`config.mk`:
```
export PLATFORM = sky130hd
export DESIGN_NAME = ccr_top
export DESIGN_NICKNAME = d
export VERILOG_FILES = /design/src/include/ccr_pkg.sv /design/src/hdl/ccr_top.sv
export VERILOG_INCLUDE_DIRS = /design/src /design/src/include
export SDC_FILE = /design/constraint.sdc
export NUM_CORES = 1
export LEC_CHECK = 0
export ABC_AREA = 1
export BUFFER_PORTS_ARGS = -buffer_cell sky130_fd_sc_hd__buf_2
export CAP_MARGIN = 20
export CORE_ASPECT_RATIO = 0.9
export CORE_UTILIZATION = 50
export CTS_CLUSTER_DIAMETER = 120
export DETAILED_ROUTE_END_ITERATION = 16
export PLACE_DENSITY = 0.82
export SETUP_SLACK_MARGIN = 0.3
export SLEW_MARGIN = 10
export SYNTH_ARGS = -nofsm -noshare
export SYNTH_HDL_FRONTEND = slang
export SYNTH_SLANG_ARGS = --single-unit
```
`constraint.sdc`:
```
create_clock -name clk_sys_in -period 1.93 [get_ports clk_sys_in]
set_input_delay 0.386 -clock clk_sys_in [delete_from_list [all_inputs] [get_ports clk_sys_in]]
set_output_delay 0.386 -clock clk_sys_in [all_outputs]
set_load 0.03 [all_outputs]
```
`src/include/ccr_map.svh`:
```
`ifndef CCR_MAP_SVH
`define CCR_MAP_SVH

// Register offsets, byte addresses
`define CCR_ADDR_W           12
`define CCR_OFF_HF_START     12'h000
`define CCR_OFF_HF_STOP      12'h004
`define CCR_OFF_LF_START     12'h008
`define CCR_OFF_LF_STOP      12'h00c
`define CCR_OFF_CAL          12'h010
`define CCR_OFF_CT_START     12'h014
`define CCR_OFF_CT_STOP      12'h018
`define CCR_OFF_EV_HF        12'h100
`define CCR_OFF_EV_LF        12'h104
`define CCR_OFF_EV_DONE      12'h10c
`define CCR_OFF_EV_CTTO      12'h110
`define CCR_OFF_IRQ_SET      12'h304
`define CCR_OFF_IRQ_CLR      12'h308
`define CCR_OFF_HF_RUN       12'h408
`define CCR_OFF_HF_STAT      12'h40c
`define CCR_OFF_LF_RUN       12'h414
`define CCR_OFF_LF_STAT      12'h418
`define CCR_OFF_LF_SNAP      12'h41c
`define CCR_OFF_LF_SRC       12'h518
`define CCR_OFF_CAL_IVL      12'h538

// Field positions
`define CCR_BIT_TRIGGER      0
`define CCR_BIT_EVENT        0
`define CCR_BIT_STAT_SRC     0
`define CCR_BIT_STAT_RUN     16
`define CCR_BIT_SRC_BYPASS   16
`define CCR_BIT_SRC_EXTERNAL 17
`define CCR_BIT_INT_HF       0
`define CCR_BIT_INT_LF       1
`define CCR_BIT_INT_DONE     3
`define CCR_BIT_INT_CTTO     4

// Interrupt layout and calibration interval widths, reset values
`define CCR_INT_W            5
`define CCR_INT_RESET        5'h00
`define CCR_CAL_IVL_DEF_W    7
`define CCR_CAL_IVL_MAX_W    16
`define CCR_CAL_IVL_RESET    7'h00
`define CCR_WORD_ZERO        32'h0000_0000

`endif

```
`src/include/ccr_pkg.sv`:
```
package ccr_pkg;

	// Low frequency source encodings
	typedef enum logic [1:0] {
		CCR_LF_RC    = 2'b00,
		CCR_LF_XTAL  = 2'b01,
		CCR_LF_SYNTH = 2'b10
	} ccr_lf_src_e;

	// Calibration sequencer states
	typedef enum logic [0:0] {
		CCR_CAL_IDLE = 1'b0,
		CCR_CAL_RUN  = 1'b1
	} ccr_cal_state_e;

	// Low frequency source selection
	typedef struct packed {
		logic        external;
		logic        bypass;
		ccr_lf_src_e src;
	} ccr_lf_sel_s;

	// Oscillator requests toward the analog side
	typedef struct packed {
		logic        hf_xtal_req;
		logic        hf_clk_req;
		logic        lf_run_req;
		ccr_lf_src_e lf_osc_src;
		logic        cal_req;
	} ccr_osc_req_s;

	// Oscillator status from the analog side
	typedef struct packed {
		logic hf_xtal_ready;
		logic lf_rc_ready;
		logic lf_xtal_ready;
		logic lf_synth_ready;
		logic cal_done;
		logic lf_tick;
	} ccr_osc_stat_s;

endpackage : ccr_pkg
```
`src/hdl/ccr_top.sv`:
```
// Local design decision: the plain strobed port.
`timescale 1ns/10ps
`include "ccr_map.svh"

//////////////////////////////////////////////////////////////////////////////////////////////
// Functional notes
// Writing one at 0x000 starts high crystal
// Writing one at 0x004 stops high crystal
// Writing one at 0x010 starts RC calibration
// Low start snapshots source select into 0x41C
// Crystal source runs from RC until ready
// Low stop task halts low frequency clock
// Calibration borrows high clock, raises done
// Task registers stateless, zero writes ignored
module ccr_top
	import ccr_pkg::*;
#(
	parameter int CAL_IVL_W = `CCR_CAL_IVL_DEF_W  // Calibration interval width
)
(
	// Clock and reset
	input  wire logic                   clk_sys_in,
	input  wire logic                   rst_in,
	// Register port
	input  wire logic [`CCR_ADDR_W-1:0] reg_addr_in,
	input  wire logic [31:0]            reg_wdata_in,
	input  wire logic                   reg_wr_in,
	input  wire logic                   reg_rd_in,
	output logic      [31:0]            reg_rdata_out,
	// Oscillator side
	input  wire ccr_osc_stat_s          osc_stat_in,
	output ccr_osc_req_s                osc_req_out,
	// Interrupt
	output logic                        irq_out
);

	//////////////////////////////////////////////////////////////////////////////////////////
	// Parameter check
	// Refused at elaboration: counter and read-back slice need 1 to 16 bits
	if (CAL_IVL_W < 1 || CAL_IVL_W > `CCR_CAL_IVL_MAX_W)
	begin : g_bad_width
		$error("ccr_top: CAL_IVL_W must be 1 to 16");
	end

	//////////////////////////////////////////////////////////////////////////////////////////
	// State
	typedef struct packed {
		logic [31:0]         rdata;       // Read data, one cycle after strobe
		ccr_osc_req_s        req;         // Oscillator requests
		logic                irq;         // Interrupt level
		logic                hf_run;      // High start task seen
		logic                lf_run;      // Low start task seen
		ccr_lf_sel_s         lf_sel;      // Source select
		ccr_lf_sel_s         lf_snap;     // Source snapshot
		logic                lf_started;  // Start event already raised
		ccr_cal_state_e      cal_st;      // Calibration sequencer
		logic                ct_on;       // Calibration timer counting
		logic [CAL_IVL_W-1:0] ct_cnt;     // Calibration timer count
		logic [CAL_IVL_W-1:0] cal_ivl;    // Calibration interval
		logic                hf_started;  // High start event already raised
		logic [`CCR_INT_W-1:0] ev;        // Sticky events
		logic [`CCR_INT_W-1:0] mask;      // Interrupt enables
	} ccr_state_s;

	ccr_state_s s_q;  // Registered state
	ccr_state_s s_d;  // Next state

	// Write strobes per task, with trigger bit set
	logic trig;
	logic wr_hf_start;
	logic wr_hf_stop;
	logic wr_lf_start;
	logic wr_lf_stop;
	logic wr_cal;
	logic wr_ct_start;
	logic wr_ct_stop;
	// Live status views
	logic        hf_xtal_on;   // High clock runs from crystal
	logic        lf_on;        // Low clock running
	ccr_lf_src_e lf_eff_src;   // Source actually in use
	logic        lf_sel_rdy;   // Selected source ready
	logic [`CCR_INT_W-1:0] ev_set;  // Event pulses this cycle

	//////////////////////////////////////////////////////////////////////////////////////////
	// Task decode, zero writes do nothing
	always_comb
	begin
		trig        = reg_wr_in && reg_wdata_in[`CCR_BIT_TRIGGER];
		wr_hf_start = trig && (reg_addr_in == `CCR_OFF_HF_START);
		wr_hf_stop  = trig && (reg_addr_in == `CCR_OFF_HF_STOP);
		wr_lf_start = trig && (reg_addr_in == `CCR_OFF_LF_START);
		wr_lf_stop  = trig && (reg_addr_in == `CCR_OFF_LF_STOP);
		wr_cal      = trig && (reg_addr_in == `CCR_OFF_CAL);
		wr_ct_start = trig && (reg_addr_in == `CCR_OFF_CT_START);
		wr_ct_stop  = trig && (reg_addr_in == `CCR_OFF_CT_STOP);
	end

	//////////////////////////////////////////////////////////////////////////////////////////
	// Status views of the oscillators
	always_comb
	begin
		hf_xtal_on = s_q.req.hf_xtal_req && osc_stat_in.hf_xtal_ready;
		// Crystal not ready yet: fall back to RC
		case (s_q.lf_snap.src)
			CCR_LF_XTAL:
			begin
				lf_sel_rdy = osc_stat_in.lf_xtal_ready;
				lf_eff_src = lf_sel_rdy ? CCR_LF_XTAL : CCR_LF_RC;
			end
			CCR_LF_SYNTH:
			begin
				lf_sel_rdy = osc_stat_in.lf_synth_ready;
				lf_eff_src = CCR_LF_SYNTH;
			end
			default:
			begin
				lf_sel_rdy = osc_stat_in.lf_rc_ready;
				lf_eff_src = CCR_LF_RC;
			end
		endcase
		lf_on = s_q.lf_run && (lf_sel_rdy || osc_stat_in.lf_rc_ready);
	end

	//////////////////////////////////////////////////////////////////////////////////////////
	// Next state
	always_comb
	begin
		s_d    = s_q;
		ev_set = `CCR_INT_RESET;

		// High crystal start and stop
		if (wr_hf_start)
		begin
			s_d.hf_run          = 1'b1;
			s_d.req.hf_xtal_req = 1'b1;
		end
		else if (wr_hf_stop)
		begin
			s_d.hf_run          = 1'b0;
			s_d.req.hf_xtal_req = 1'b0;
		end
		// Started event once per start, on the first ready cycle
		if (wr_hf_start || wr_hf_stop)
			s_d.hf_started = 1'b0;
		else if (s_q.req.hf_xtal_req && osc_stat_in.hf_xtal_ready && !s_q.hf_started)
		begin
			s_d.hf_started          = 1'b1;
			ev_set[`CCR_BIT_INT_HF] = 1'b1;
		end

		// Low clock start and stop
		if (wr_lf_start)
		begin
			s_d.lf_run     = 1'b1;
			s_d.lf_snap    = s_q.lf_sel;
			s_d.lf_started = 1'b0;
		end
		else if (wr_lf_stop)
		begin
			s_d.lf_run     = 1'b0;
			s_d.lf_started = 1'b0;
		end
		// Event once the selected source itself runs
		if (s_q.lf_run && !s_q.lf_started && lf_sel_rdy && !wr_lf_stop)
		begin
			s_d.lf_started          = 1'b1;
			ev_set[`CCR_BIT_INT_LF] = 1'b1;
		end
		s_d.req.lf_run_req = s_d.lf_run;
		s_d.req.lf_osc_src = (s_d.lf_run && s_d.lf_snap.src == CCR_LF_XTAL && !osc_stat_in.lf_xtal_ready)
			? CCR_LF_RC : s_d.lf_snap.src;

		// Calibration sequencer
		case (s_q.cal_st)
			CCR_CAL_IDLE:
			begin
				if (wr_cal)
					s_d.cal_st = CCR_CAL_RUN;
			end
			CCR_CAL_RUN:
			begin
				if (osc_stat_in.cal_done)
				begin
					s_d.cal_st                = CCR_CAL_IDLE;
					ev_set[`CCR_BIT_INT_DONE] = 1'b1;
				end
			end
			default:
				s_d.cal_st = CCR_CAL_IDLE;
		endcase
		s_d.req.cal_req    = (s_d.cal_st == CCR_CAL_RUN);
		// High clock borrowed as reference while calibrating
		s_d.req.hf_clk_req = s_d.req.hf_xtal_req || s_d.req.cal_req;

		// Calibration timer, counts down on low clock ticks
		if (wr_ct_start)
		begin
			s_d.ct_on  = 1'b1;
			s_d.ct_cnt = s_q.cal_ivl;
		end
		else if (wr_ct_stop)
			s_d.ct_on = 1'b0;
		else if (s_q.ct_on && osc_stat_in.lf_tick)
		begin
			if (s_q.ct_cnt <= CAL_IVL_W'(1))
			begin
				s_d.ct_on                 = 1'b0;
				s_d.ct_cnt                = '0;
				ev_set[`CCR_BIT_INT_CTTO] = 1'b1;
			end
			else
				s_d.ct_cnt = s_q.ct_cnt - CAL_IVL_W'(1);
		end

		// Register writes, events cleared by writing one
		if (reg_wr_in)
		begin
			if (reg_addr_in == `CCR_OFF_EV_HF)
				s_d.ev[`CCR_BIT_INT_HF] = s_q.ev[`CCR_BIT_INT_HF] & ~reg_wdata_in[`CCR_BIT_EVENT];
			else if (reg_addr_in == `CCR_OFF_EV_LF)
				s_d.ev[`CCR_BIT_INT_LF] = s_q.ev[`CCR_BIT_INT_LF] & ~reg_wdata_in[`CCR_BIT_EVENT];
			else if (reg_addr_in == `CCR_OFF_EV_DONE)
				s_d.ev[`CCR_BIT_INT_DONE] = s_q.ev[`CCR_BIT_INT_DONE] & ~reg_wdata_in[`CCR_BIT_EVENT];
			else if (reg_addr_in == `CCR_OFF_EV_CTTO)
				s_d.ev[`CCR_BIT_INT_CTTO] = s_q.ev[`CCR_BIT_INT_CTTO] & ~reg_wdata_in[`CCR_BIT_EVENT];
			else if (reg_addr_in == `CCR_OFF_IRQ_SET)
				s_d.mask = s_q.mask | reg_wdata_in[`CCR_INT_W-1:0];
			else if (reg_addr_in == `CCR_OFF_IRQ_CLR)
				s_d.mask = s_q.mask & ~reg_wdata_in[`CCR_INT_W-1:0];
			else if (reg_addr_in == `CCR_OFF_LF_SRC && !s_q.lf_run)
			begin
				// Source frozen while the low clock runs
				s_d.lf_sel.src      = ccr_lf_src_e'(reg_wdata_in[1:0]);
				s_d.lf_sel.bypass   = reg_wdata_in[`CCR_BIT_SRC_BYPASS];
				s_d.lf_sel.external = reg_wdata_in[`CCR_BIT_SRC_EXTERNAL];
			end
			else if (reg_addr_in == `CCR_OFF_CAL_IVL)
				s_d.cal_ivl = reg_wdata_in[CAL_IVL_W-1:0];
		end
		// Set wins over a clear in the same cycle
		s_d.ev  = s_d.ev | ev_set;
		s_d.irq = |(s_d.ev & s_d.mask);

		// Read data, task registers read as zero
		s_d.rdata = `CCR_WORD_ZERO;
		if (reg_rd_in)
		begin
			if (reg_addr_in == `CCR_OFF_EV_HF)
				s_d.rdata[`CCR_BIT_EVENT] = s_q.ev[`CCR_BIT_INT_HF];
			else if (reg_addr_in == `CCR_OFF_EV_LF)
				s_d.rdata[`CCR_BIT_EVENT] = s_q.ev[`CCR_BIT_INT_LF];
			else if (reg_addr_in == `CCR_OFF_EV_DONE)
				s_d.rdata[`CCR_BIT_EVENT] = s_q.ev[`CCR_BIT_INT_DONE];
			else if (reg_addr_in == `CCR_OFF_EV_CTTO)
				s_d.rdata[`CCR_BIT_EVENT] = s_q.ev[`CCR_BIT_INT_CTTO];
			else if (reg_addr_in == `CCR_OFF_IRQ_SET || reg_addr_in == `CCR_OFF_IRQ_CLR)
				s_d.rdata[`CCR_INT_W-1:0] = s_q.mask;
			else if (reg_addr_in == `CCR_OFF_HF_RUN)
				s_d.rdata[`CCR_BIT_TRIGGER] = s_q.hf_run;
			else if (reg_addr_in == `CCR_OFF_HF_STAT)
			begin
				s_d.rdata[`CCR_BIT_STAT_SRC] = hf_xtal_on;
				s_d.rdata[`CCR_BIT_STAT_RUN] = hf_xtal_on || s_q.req.cal_req;
			end
			else if (reg_addr_in == `CCR_OFF_LF_RUN)
				s_d.rdata[`CCR_BIT_TRIGGER] = s_q.lf_run;
			else if (reg_addr_in == `CCR_OFF_LF_STAT)
			begin
				s_d.rdata[1:0]               = lf_eff_src;
				s_d.rdata[`CCR_BIT_STAT_RUN] = lf_on;
			end
			else if (reg_addr_in == `CCR_OFF_LF_SNAP)
			begin
				s_d.rdata[1:0]                   = s_q.lf_snap.src;
				s_d.rdata[`CCR_BIT_SRC_BYPASS]   = s_q.lf_snap.bypass;
				s_d.rdata[`CCR_BIT_SRC_EXTERNAL] = s_q.lf_snap.external;
			end
			else if (reg_addr_in == `CCR_OFF_LF_SRC)
			begin
				s_d.rdata[1:0]                   = s_q.lf_sel.src;
				s_d.rdata[`CCR_BIT_SRC_BYPASS]   = s_q.lf_sel.bypass;
				s_d.rdata[`CCR_BIT_SRC_EXTERNAL] = s_q.lf_sel.external;
			end
			else if (reg_addr_in == `CCR_OFF_CAL_IVL)
				s_d.rdata[CAL_IVL_W-1:0] = s_q.cal_ivl;
		end
	end

	//////////////////////////////////////////////////////////////////////////////////////////
	// State register
	always_ff @(posedge clk_sys_in or posedge rst_in)
	begin
		if (rst_in)
			s_q <= '0;
		else
			s_q <= s_d;
	end

	//////////////////////////////////////////////////////////////////////////////////////////
	// Outputs straight from flops
	assign reg_rdata_out = s_q.rdata;
	assign osc_req_out   = s_q.req;
	assign irq_out       = s_q.irq;

endmodule : ccr_top

```
After elaboration in Yosys (flattened, before gate mapping)
Index checks and enable logic that the tools add are counted.
Storage, ports and cells
  register bits: 52
  input port bits: 54
  output and inout port bits: 39
  word-level logic and storage cells: 204
Cells by class
  $add $sub $neg: 1
  order comparisons: 1
  eq/ne operators: 23
  muxes and demuxes: 100
  bitwise gates (word level): 18
  reduce and logical (&&, ||, !) cells: 40
Operators with widths (number)
  $mux W7: 17
  $eq A12 B11 Y1 const B: 7
  $mux W5: 10
  $eq A12 B9 Y1 const B: 4
  $mux W1: 42
  $mux W6: 7
  $mux W2: 19
  $eq A12 B5 Y1 const B: 3
  $eq A12 B10 Y1 const B: 2
  $eq A12 B4 Y1 const B: 2
  $logic_and A1 B1 Y1: 18
  $mux W8: 2
  $eq A12 B3 Y1 const B: 1
  $logic_not A12 Y1: 1
  $and A5 B5 Y5: 2
  $or A5 B5 Y5: 2
  $not A1 Y1: 9
  $reduce_and A9 Y1: 1
  $reduce_bool A3 Y1: 3
  $reduce_and A8 Y1: 1
  $le A7 B1 Y1 const B: 1
  $sub A7 B1 Y7 const B: 1
  $reduce_bool A2 Y1: 3
  $logic_not A1 Y1: 5
  10 further kinds: 20

Depth between registers and ports, before layout
  word-level depth: 26
  depth in mapped cells: 13
  gate-level depth less buffers: 13

Worst setup path after synthesis
Ideal clock, no wire load.
  path type: in2reg
  from: in reg_addr_in[11]
  to: reg s_q[16] (netlist bit)
  setup time: 0.125 ns
  arrival time: 1.463 ns
  required time: 1.805 ns
  slack: 0.343 ns
  cell stages on the path: 8
  buffers on the path: 0
  cells stage by stage: inv_1 nand2_2 nor2_1 nand2_2 nand3_2 nor2_2 nand2_1 mux2_2
On the way
  cells in the longest elaborated chain, start to end: 4
  elaborated cells on any way between the ends: 17
  classes of those cells: eq/ne: 8; bitwise: 7; reduce/logical: 2
Ends and longest elaborated chain
  from (decl): RTL line ccr_top.sv:25  | input wire logic [`CCR_ADDR_W-1:0] reg_addr_in,
  $eq A12 B11 Y1 (no line)
  $logic_and A1 B1 Y1: RTL line ccr_top.sv:230  | else if (reg_addr_in == `CCR_OFF_LF_SRC && !s_q.lf_run)
  $not A1 Y1 (no line)
  $reduce_and A9 Y1 (no line) (*)
  to (signal assigned): RTL line ccr_top.sv:294  | s_q <= '0;
  to (signal assigned): RTL line ccr_top.sv:296  | s_q <= s_d;
  to (decl): RTL line ccr_top.sv:65  | ccr_state_s s_q;
Mark *: on every way between the ends. The rest lies on a longest branch, timed or not.
A chain may end at the register's enable or synchronous reset.

Worst setup path after layout
  from: in reg_addr_in[7]
  to: reg s_q[17] (netlist bit)
Same word-level chain as after synthesis.

==> impl_metrics.yaml <==
run_status:
  status: "complete, but fails checks"
  violations: "design-rule violations"
layout:
  syn_to_final_growth_pct: 14.0
  antenna_cells: 0
  register_area_um2: 1280
  multiInputGateArea_um2: 1450
  drive_gt1_share_pct: 26.9
  fin_nets: 511
  utilization_pct: 60.5
  fillers: 516
worst_setup_path:
  cp-start-kind: "primary input"
  slowest_delay_ns: 0.35
  crit_start: "reg_addr_in[7]"
  crit_chain: "buf_2 -> nor2_1 -> nand2_2 -> nor2_1 -> nand2_1 -> inv_1 -> nor2_2 -> nand2_1 -> mux2_2"
  cpLargestDelayFamily: "simple AND/OR/NAND/NOR gates"
  path_buf_inv: 2
  rr_startpoint: "s_q[29]"
  slowest_stage: "mux2_2"
  worst-endpoint-required_ns: 2.13
  critical_path_peak_fanout: 4
  end_kind: "register"
  path_class: "in -> reg"
  worstPathArrival_ns: 1.77
synth:
  yosysWarningCount: 0
  synth-seq-area-share_pct: 41.3
  synthArstFlopShare_pct: 100
  syn_area_um2: 3090
  syn_avg_cell_area_um2: 7.74
  synth-main-ff-cell: "dfrtp_1"
  ys_seq_elements: 51
  synth-edff-count: 0
  yosysTopAreaCellShare_pct: 41.3
  yosys-top-cells-count: "89 x nand2_1, 51 x dfrtp_1, 47 x inv_1, 38 x buf_4, 38 x nor2_1"
  synth_top_area_cell: "dfrtp_1"
  yosysMostFrequentCell: "nand2_1"
  synthesis.instances: 399
  synth.area.top_cells: "dfrtp_1 41%, nand2_1 11%, buf_4 9.2%, inv_1 5.7%, nor2_1 4.6%"
  synth.distinct_cells: 38
timing:
  hold_viol: 0
  maxSlewViolCount: 0
  layout_worst_path_cycle_share_pct: 81.3
  rsz0062_at_grt: "true"
  fin_crit_ns: 1.57
  fin_ws_ns: 0.361
  finalClockSkew_ns: 0.00874
  setup_tns_ns: 0
  fmax_ghz: 0.637
  setup_viol: 0
global_routing:
  grt_pass1_vias: 2643
  antenna_found_initial: 0
  grt_max_degree: 52
  overflow: 0
  grt_usage_pct: 22.8
  grt_pass1_wl_mm: 11.7
clock_tree:
  cts_inserted_buffers: 5
  clock_latency_ns: 0.31
  hold_buffers: 0
  cts_tree: "yes"
  cts-root-buf: "clkbuf_8"
  clkTransAtPathRegs_ns: 0.10
  cts.htree.levels: 2
  cts.sinks: 51
  cts_buffer_depth: 2
drt:
  wire_per_inst_um: 13.2
  vias_per_cell: 5.14
  dr.first_iter.drc_count: 133
  dr.pass1.iters: 11
  ant_nets: 0
  vias: 2691
  drc: 5
  routed_wirelength_mm: 6.92
floorplanning:
  ios: 93
  die_height_um: 76.6
  die-width_um: 84.9
  start_util_pct: 53.1
  core_area_um2: 5820
  row_count: 26
  die_area_um2: 6500
power:
  leakage_uw: 0.00189
  p_per_area_nw_per_um2: 552
  ir_drop_v: 0.000474
placement:
  place_congestion: 0.897
  placement.io_buffers: 46
  place_hpwl_mm: 5.33
  pre_cts_slack_ns: 0.0532
worst_hold_path:
  hold_class: "in -> async"
flow_run:
  cap_violations: 0
[stage by stage]
step,cells,power [µW],hold WS (ns),area [µm²]
floorplan,421,1260,0.442,3170
detailed placement,512,1300,0.452,3320
global placement,512,1290,0.447,3320
CTS,520,1950,0.116,3420
global route,524,2020,0.131,3520
finish,524,1940,0.102,3520
[area by class of cell]
type | count | area share, %
Tap cell | 70 | 2.49
Inverter | 59 | 6.36
Clock inverter | 2 | 0.462
Sequential cell | 51 | 36.3
Clock buffer | 6 | 2.35
Multi-Input combinational cell | 272 | 41.3
Timing Repair Buffer | 64 | 10.7
[sequential cells by signal, indices dropped and copies added, names as in the netlist]
register	flops
s_q	37
osc_req_out	4
reg_rdata_out	9
irq_out	1
[power by group]
group / internal (µW) / switching (µW) / total, µW
clock: 293 / 368 / 661
sequential: 1070 / 3.33 / 1080
combinational: 49.8 / 154 / 204
total: 1420 / 525 / 1940
[metal layers]
metal	vias to the layer above	GRT usage, %	wire (µm)
met5	-	0	0
met4	0	5.93	91
met3	12	4.01	461
met2	100	38.5	3290
met1	1259	30.3	3080
li1	1320	-	-
[tightest hold or removal path, cell delays in order]
cell and delay, ns:
buf_2 0.10, inv_2 0.06, buf_12 0.26
[layout by cell type (no fill, tap or decap), types with 5 or more instances in the layout]
cell	synthesis	routed
nand2_1	89	87
dfrtp_1	51	49
buf_2	1	46
inv_1	47	44
nor2_1	38	34
conb_1	1	23
nand3_1	21	19
buf_4	38	17
inv_2	12	14
o21ai_0	13	13
a21oi_1	12	11
nor2_2	5	8
nand2_2	5	7
o21ai_1	7	7
nor3_1	6	6
clkbuf_8	0	6
nor2_4	4	5
o31ai_1	5	5
[timing repair]
item	4_1_cts	5_1_grt
buffers inserted	0	4
pin swaps	1	6
endpoints found under the setup margin	2	15
gates resized for setup	3	17
[final timing paths]
check | slack [ns] | end | cells after the start
min in group clk_sys_in | 0.29 | s_q[35] | 2
max in group asynchronous | 1.58 | s_q[29] | 3
max | 0.36 | s_q[17] | 9
min reg2reg | 0.51 | s_q[5] | 1
max reg2reg | 0.36 | reg_rdata_out[0] | 12
min | 0.10 | reg_rdata_out[5] | 3
[cells by family after synthesis]
logic type | after synthesis | share of synthesized area (%)
flip-flops | 51 | 41.3
multiplexers | 4 | 1.46
AND/OR/NAND/NOR | 184 | 27.4
buffers and inverters | 98 | 16.6
XOR/XNOR | 5 | 1.42
other | 1 | 0.121
adder cells (fa/ha/maj) | 4 | 1.62
AO/OA/AOI/OAI | 52 | 10.1
(Power assumes the default switching activity.)
